[src/hdl/rcb_params.svh]
// Constants for the registered command buffer with parity check
`ifndef RCB_PARAMS_SVH
`define RCB_PARAMS_SVH

`define RCB_DATA_W 25
`define RCB_HALF_W 14
`define RCB_UPPER_W 11
`define RCB_MASK_1TO1 25'h1FFFFB6
`define RCB_MASK_FRONT 25'h0003FB6
`define RCB_MASK_BACK 25'h0001BBF
`define RCB_MASK_NONE 25'h0000000
`define RCB_ERR_HOLD_CYC 2
`define RCB_RST_DATA 25'h0000000
`define RCB_RST_PAIR 2'h0
`define RCB_RST_ERR_N 1'h1

`endif

[src/hdl/rcb_pkg.sv]
// Types for the registered command buffer with parity check
`default_nettype none
package rcb_pkg;
  typedef enum logic [1:0] {
    RCB_MODE_1TO1,
    RCB_MODE_FRONT,
    RCB_MODE_RESERVED,
    RCB_MODE_BACK
  } rcb_mode_e;
endpackage
`default_nettype wire

[src/hdl/rcb_parity.sv]
// Mode decode and parity reduction over the selected data inputs
`include "rcb_params.svh"
`default_nettype none
module rcb_parity (
  input wire logic [25:1] data_i,
  input wire logic side_select_strap_i,
  input wire logic width_select_strap_i,
  output var rcb_pkg::rcb_mode_e mode_o,
  output logic sel_xor_o
);
  logic [25:1] mask;

  always_comb
  begin
    mode_o = rcb_pkg::rcb_mode_e'({side_select_strap_i, width_select_strap_i});
    mask = `RCB_MASK_NONE;
    unique case (mode_o)
      rcb_pkg::RCB_MODE_1TO1: mask = `RCB_MASK_1TO1;
      rcb_pkg::RCB_MODE_FRONT: mask = `RCB_MASK_FRONT;
      rcb_pkg::RCB_MODE_BACK: mask = `RCB_MASK_BACK;
      rcb_pkg::RCB_MODE_RESERVED: mask = `RCB_MASK_NONE;
    endcase
    sel_xor_o = ^(data_i & mask);
  end
endmodule // rcb_parity
`default_nettype wire

[src/hdl/rcb_top.sv]
// Registered command buffer with chip-select gating and parity check
`include "rcb_params.svh"
`default_nettype none
// Functional notes
// - Each rising edge registers control inputs, and data unless both selects high
// - Between clock edges outputs change only on reset
// - Both selects high freezes data, parity, error
// - Parity out is odd count; error low if odd
// - Parity input lags one or two cycles
// - Error asserts from released, stays low two cycles
// - Reset forces outputs low, error released
// - Mode 00 checks bits 2,3,5,6,8-25
// - Mode 01 checks bits 2,3,5,6,8-14
// - Mode 11 checks bits 1-6,8-10,12,13
// - Straps choose one-to-one, front, back or reserved (mode 10, no bits checked)
// - Error appears one cycle after its data, two with side strap high
module rcb_top (
  input wire logic clock_i,
  input wire logic rst_b_i,
  input wire logic [25:1] data_in_i,
  input wire logic term_enable_in_i,
  input wire logic clk_enable_in_i,
  input wire logic primary_chip_select_n_i,
  input wire logic secondary_chip_select_n_i,
  input wire logic parity_in_i,
  input wire logic side_select_strap_i,
  input wire logic width_select_strap_i,
  output logic [25:1] data_out_o,
  output logic [14:1] data_copy_out_o,
  output logic [1:0] term_enable_out_o,
  output logic [1:0] clk_enable_out_o,
  output logic [1:0] chip_select_copy_out_o,
  output logic partial_parity_out_o,
  output logic parity_error_n_o,
  output logic parity_error_oe_o
);
  rcb_pkg::rcb_mode_e mode;
  logic sel_xor;
  logic both_high;
  logic one_to_one;
  logic stage1;
  logic stage2;
  logic hold_cnt;
  logic [25:1] next_data_out;
  logic [14:1] next_data_copy;
  logic [1:0] next_term;
  logic [1:0] next_cke;
  logic [1:0] next_cs;
  logic next_stage1;
  logic next_stage2;
  logic next_ppo;
  logic next_err_n;
  logic next_hold_cnt;
  logic odd;

  rcb_parity u_parity (
    .data_i(data_in_i),
    .side_select_strap_i(side_select_strap_i),
    .width_select_strap_i(width_select_strap_i),
    .mode_o(mode),
    .sel_xor_o(sel_xor)
  );

  assign both_high = primary_chip_select_n_i & secondary_chip_select_n_i;
  assign one_to_one = (mode == rcb_pkg::RCB_MODE_1TO1);

  always_comb
  begin
    next_data_out = data_out_o;
    next_data_copy = data_copy_out_o;
    if (!both_high)
    begin
      if (one_to_one)
      begin
        next_data_out = data_in_i;
        next_data_copy = 14'h0000;
      end
      else
      begin
        next_data_out = {`RCB_UPPER_W'(0), data_in_i[14:1]};
        next_data_copy = data_in_i[14:1];
      end
    end
    next_term = one_to_one ? {1'h0, term_enable_in_i} : {2{term_enable_in_i}};
    next_cke = one_to_one ? {1'h0, clk_enable_in_i} : {2{clk_enable_in_i}};
    next_cs = one_to_one ? {1'h0, primary_chip_select_n_i}
                         : {2{primary_chip_select_n_i}};
  end

  always_comb
  begin
    next_stage1 = sel_xor;
    next_stage2 = stage1;
    odd = (side_select_strap_i ? stage2 : stage1) ^ parity_in_i;
    next_ppo = partial_parity_out_o;
    next_err_n = parity_error_n_o;
    next_hold_cnt = hold_cnt;
    if (!both_high)
    begin
      next_ppo = odd;
      if (parity_error_n_o)
      begin
        next_err_n = ~odd;
        next_hold_cnt = odd;
      end
      else if (hold_cnt)
      begin
        next_hold_cnt = 1'h0;
      end
      else
      begin
        next_err_n = 1'h1;
      end
    end
  end

  always_ff @(posedge clock_i or negedge rst_b_i)
  begin
    if (!rst_b_i)
    begin
      data_out_o <= `RCB_RST_DATA;
      data_copy_out_o <= 14'h0000;
      term_enable_out_o <= `RCB_RST_PAIR;
      clk_enable_out_o <= `RCB_RST_PAIR;
      chip_select_copy_out_o <= `RCB_RST_PAIR;
      partial_parity_out_o <= 1'h0;
      parity_error_n_o <= `RCB_RST_ERR_N;
      parity_error_oe_o <= 1'h0;
      hold_cnt <= 1'h0;
      stage1 <= 1'h0;
      stage2 <= 1'h0;
    end
    else
    begin
      data_out_o <= next_data_out;
      data_copy_out_o <= next_data_copy;
      term_enable_out_o <= next_term;
      clk_enable_out_o <= next_cke;
      chip_select_copy_out_o <= next_cs;
      partial_parity_out_o <= next_ppo;
      parity_error_n_o <= next_err_n;
      parity_error_oe_o <= ~next_err_n;
      hold_cnt <= next_hold_cnt;
      stage1 <= next_stage1;
      stage2 <= next_stage2;
    end
  end
endmodule // rcb_top
`default_nettype wire

[config.mk]
export PLATFORM = sky130hd
export DESIGN_NAME = rcb_top
export DESIGN_NICKNAME = d
export VERILOG_FILES = /design/src/hdl/rcb_pkg.sv /design/src/hdl/rcb_parity.sv /design/src/hdl/rcb_top.sv
export VERILOG_INCLUDE_DIRS = /design/src /design/src/hdl
export SDC_FILE = /design/constraint.sdc
export NUM_CORES = 1
export LEC_CHECK = 0
export BUFFER_PORTS_ARGS = -buffer_cell sky130_fd_sc_hd__buf_2
export CAP_MARGIN = 10
export CORE_MARGIN = 8
export CORE_UTILIZATION = 45
export DETAILED_ROUTE_END_ITERATION = 16
export PLACE_DENSITY = 0.72
export SETUP_SLACK_MARGIN = 0.2
export SLEW_MARGIN = 5
export SYNTH_ARGS = -nofsm -noshare
export SYNTH_HDL_FRONTEND = slang
export SYNTH_SLANG_ARGS = --single-unit
[constraint.sdc]
create_clock -name clock_i -period 1.9 [get_ports clock_i]
set_clock_uncertainty 0.1 [all_clocks]
set_input_delay 0.38 -clock clock_i [delete_from_list [all_inputs] [get_ports clock_i]]
set_output_delay 0.38 -clock clock_i [all_outputs]
set_load 0.02 [all_outputs]
Word level (Yosys, flattened, before mapping)
Cells that the tools add are included.

cells by class
  eq/ne operators = 3
  mux-type cells = 11
  bitwise gates (word level) = 5
  reductions and logical operators = 2

operators with widths
  kind                                            number
  one-hot mux 25 bit (4 select lines)             1
  bitwise AND 25 bit                              1
  two-way mux 25 bit                              1
  parity 25 bit                                   1
  two-way mux 14 bit                              1
  two-way mux 2 bit                               3
  two-way mux 1 bit                               5
  == test 2 bit (second input constant)           2
  == test 2 x 1 -> 1 bit (second input constant)  1
  zero test 2 bit                                 1
  inverter 1 bit                                  2
  bitwise AND 1 bit                               1
  bitwise XOR 1 bit                               1

storage, ports and cells
  register bits = 51
  word-level logic and storage cells = 32

Logic depth before layout (Yosys ltp)
  depth in word-level cells = 6
  gate-level depth with buffers = 7
  mapped depth without buffers = 6

Hierarchy
A second synthesis with hierarchy kept.

second synthesis, totals
  cell total of the unflattened synthesis = 151
  area, all modules = 2,224.6 µm²

modules (own cells, without submodules)
  module      instances  cells an instance  area each (µm²)  sequential area each (µm²)
  rcb_top     1          114                1,883.1          1,277.5
  rcb_parity  1          37                 341.6            0.0

Least setup slack after synthesis
No wires, ideal clock.

  path type = input to register
  start = input data_in_i[6] (netlist name)
  end = register stage1 (netlist: next_stage2)
  arrival time = 1,699 ps
  required time = 1,675 ps
  slack = -24 ps
  cell stages on the path = 6
  path through = xnor2_1 > xor3_1 > a211o_1 > a32oi_1 > o22ai_1 > xnor2_1

between the ends
  cells in the longest elaborated chain, start to end = 2

ends and longest elaborated chain
  element                RTL line          source
  from (decl)            rcb_top.sv:20     input wire logic [25:1] data_in_i,
  bitwise AND 25 bit     rcb_parity.sv:23  sel_xor_o = ^(data_i & mask);
  parity 25 bit          rcb_parity.sv:23
  named net next_stage1  rcb_top.sv:49     logic next_stage1;
  to (signal assigned)   rcb_top.sv:144    stage1 <= next_stage1;
  to (decl)              rcb_top.sv:41     logic stage1;

The timed path passes the listed nets, and every way through them passes these cells.
A chain may end at the register's enable or synchronous reset.

Worst setup path in the final report
  start = input data_in_i[24] (netlist name)
  end = register stage1 (netlist: next_stage2)

Same word-level chain as after synthesis.

==> impl_metrics.env <==
export IMPL_status="completed"
export IMPL_clockBufferDepth=2
export IMPL_grt_busiest_layer="met2"
export IMPL_worst_slack_ns=0.169
export IMPL_cts_sinks=51
export IMPL_synth_edf_count=0
export IMPL_whs_ns=0.0965
export IMPL_slowest_stage="xnor3_1"
export IMPL_cts_resized=0
export IMPL_rows=25
export IMPL_grt_pass1_wl_microns=8200
export IMPL_placement_io_buffers=81
export IMPL_maxSlewHeadroom_pct=38.0
export IMPL_start_util_pct=46.3
export IMPL_grt_ovfl_total=0
export IMPL_cts_tree="done"
export IMPL_ir_drop_v=0.000473
export IMPL_vias=1621
export IMPL_boundaryPins=82
export IMPL_post_route_util_pct=60.3
export IMPL_syn_nets=195
export IMPL_synth_distinct_cells=36
export IMPL_yosysWarnings=0
export IMPL_cp_max_fo=3
export IMPL_drt_initial_drc_count=73
export IMPL_drc=0
export IMPL_wire_per_inst_microns=16.2
export IMPL_grt_pass1_vias=1726
export IMPL_worst_pin_slew_ns=0.927
export IMPL_postSynthAreaPerCell_sq_um=13.4
export IMPL_max_cap_violations=0
export IMPL_async_reset_ff_share_pct=100
export IMPL_grt_use_met3_pct=3.47
export IMPL_dp_slack_ns=-0.145
export IMPL_use_met1_pct=17.8
export IMPL_area_growth_pct=30.3
export IMPL_combPwrFrac_pct=26.3
export IMPL_htreeDepth=2
export IMPL_hold_viol=0
export IMPL_cp_data_required_time_ns=1.99
export IMPL_fillCellCount=397
export IMPL_syn_area_sq_um=2160
export IMPL_fin_setup_tns_ns=0
export IMPL_clock_tree_root_cell="clkbuf_8"
export IMPL_seqPwrFrac_pct=50.3
export IMPL_coreArea_sq_um=4660
export IMPL_grtUsageMet2_pct=22.1
export IMPL_routed_wl_microns=4990
export IMPL_clock_fmax_mhz=578
export IMPL_p_per_area_nw_per_um2=910
export IMPL_crit_buf_inv=1
export IMPL_hold_path_class="in2reg"
export IMPL_dieArea_sq_um=7270
export IMPL_ys_flop_type="dfrtp_1"
export IMPL_cp_arrival_ns=1.82
export IMPL_viasPerCell=5.26
export IMPL_p_clk_share_pct=23.4
export IMPL_cts_made_buffers=5
export IMPL_synthesis_instances=161
export IMPL_end_kind="flop"
export IMPL_antenna_cells=0
export IMPL_dr_pass1_iters=4
export IMPL_p_sw_share_pct=30.6
export IMPL_synth_seq_cells=51
export IMPL_grt_usage_pct=14.1
export IMPL_dp_hpwl_microns=3940
export IMPL_slew_violations=0
export IMPL_crit_path_cell_trace="buf_2, xnor3_1, xnor2_1, a211o_1, a32oi_1, o22ai_1, xnor2_1"
export IMPL_switching_power_uw=783
export IMPL_criticalPathCategory="in2reg"
export IMPL_ant_nets=0
export IMPL_gp_congestion=0.748
export IMPL_seq_area_frac_synth_pct=59.2
export IMPL_die_w_microns=85.2
export IMPL_fin_crit_sh_pct=91.1
export IMPL_path_clk_slew_ns=0.09
export IMPL_cpPeakStageDelay_ns=0.44
export IMPL_period_minus_slack_ns=1.73
export IMPL_antenna_found_initial=0
export IMPL_crit_family="XOR/XNOR gates"
export IMPL_crit_top_cell="xnor2_1"
export IMPL_rsz0062_at_grt="yes"
export IMPL_setup_viol=0
export IMPL_synth_top_cell_area_share_pct=58.0
export IMPL_post_cts_buffers=0
export IMPL_p_leak_uw=0.00146
export IMPL_critPathLaunchType="primary input"
export IMPL_synth_largest_area_cell="dfrtp_1"
export IMPL_grt_max_degree=25
export IMPL_p_int_uw=1780
export IMPL_fp_dieH_microns=85.2
export IMPL_clkLatencyLatePin_ns=0.30
export IMPL_yosys_top_cells_area="dfrtp_1 (58%), a22o_1 (10%), mux2_1 (7.3%)"
export IMPL_drive_gt1_share_pct=42.1
export IMPL_finalPower_uw=2560
export IMPL_nNetsFinal=287
## metrics by stage
step                      instance area (sq um)  cells
after floorplan                            2170    161
after global placement                     2720    299
after detailed placement                   2720    299
after CTS                                  2810    308
after global routing                       2810    308
final                                      2810    308
## synthesized netlist by cell type, types with 2 or more instances
master,n
a22o_1,25
a21oi_1,3
nor3_1,2
xnor2_1,10
o211ai_1,2
dfrtp_1,50
o21ai_0,2
mux2_1,14
nand2_1,7
clkbuf_1,7
nor2_1,5
xnor3_1,2
xor2_1,4
and3b_1,2
nor2b_1,3
buf_2,2
a2bb2oi_1,2
## power groups by stage
| stage | Sequential, uW | Combinational, uW | Clock, uW |
|---|---|---|---|
| after global routing | 1310 | 732 | 661 |
| after CTS | 1290 | 684 | 619 |
| after floorplan | 1440 | 287 | 0 |
| after global placement | 1310 | 669 | 0 |
| after detailed placement | 1310 | 681 | 0 |
| final | 1290 | 672 | 600 |
## flip-flops by register name, indices dropped and copies added, names as in the netlist
name,cells
term_enable_out_o,2
partial_parity_out_o,1
parity_error_oe_o,1
parity_error_n_o,1
stage2,1
clk_enable_out_o,2
hold_cnt,1
data_copy_out_o,14
data_out_o,25
chip_select_copy_out_o,2
next_stage2,1
## final timing paths
path,from,end,slack [ns],cells after the start
min in group asynchronous,rst_b_i,parity_error_oe_o,0.44,2
min,clk_enable_in_i,clk_enable_out_o[0],0.1,1
max reg2reg,next_stage2,parity_error_oe_o,0.65,6
max in group asynchronous,rst_b_i,data_copy_out_o[13],0.74,3
max,data_in_i[24],next_stage2,0.17,7
min reg2reg,next_stage2,stage2,0.30,0
## timing repair
| action | CTS | global route |
|---|---|---|
| hold endpoints to repair | 14 | 0 |
| endpoints found under the setup margin | 1 | 1 |
| hold buffers | 1 | 0 |
## cell families (layout without fill, tap and decap cells)
kind of cell           after synthesis  in the layout  synth area share, %
AO/OA/AOI/OAI                       42             42                 15.7
XOR/XNOR                            18             18                 9.63
buffers and inverters               12            105                 2.20
flip-flops                          51             51                 59.2
multiplexers                        15             15                 7.77
AND/OR/NAND/NOR                     23             23                 5.51
## cell type report
class / instances / area, sq um / share of cell area (%)
clock buffers: 6 / 72.6 / 2.58
repair buffers: 95 / 526 / 18.7
multi-input cells: 98 / 848 / 30.2
well taps: 54 / 67.6 / 2.40
inverters: 2 / 7.51 / 0.267
flip-flops and latches: 51 / 1280 / 45.4
clock inverters: 2 / 12.5 / 0.445
## layout by cell type, fill, tap and decap left out, types with 3 or more instances in the layout
master	synthesis	layout
a21oi_1	3	3
nand2_1	7	7
xnor2_1	10	8
clkbuf_8	0	5
mux2_1	14	14
dfrtp_1	50	50
a22o_1	25	25
nor2_1	5	5
nor2b_1	3	3
buf_2	2	81
xor2_1	4	4
buf_4	0	12
## metal layers
metal	up-vias	wire, microns
li1	767	-
met1	794	2230
met2	51	2330
met3	9	334
met4	0	95
met5	-	0
Power figures use the tool's default switching activity.
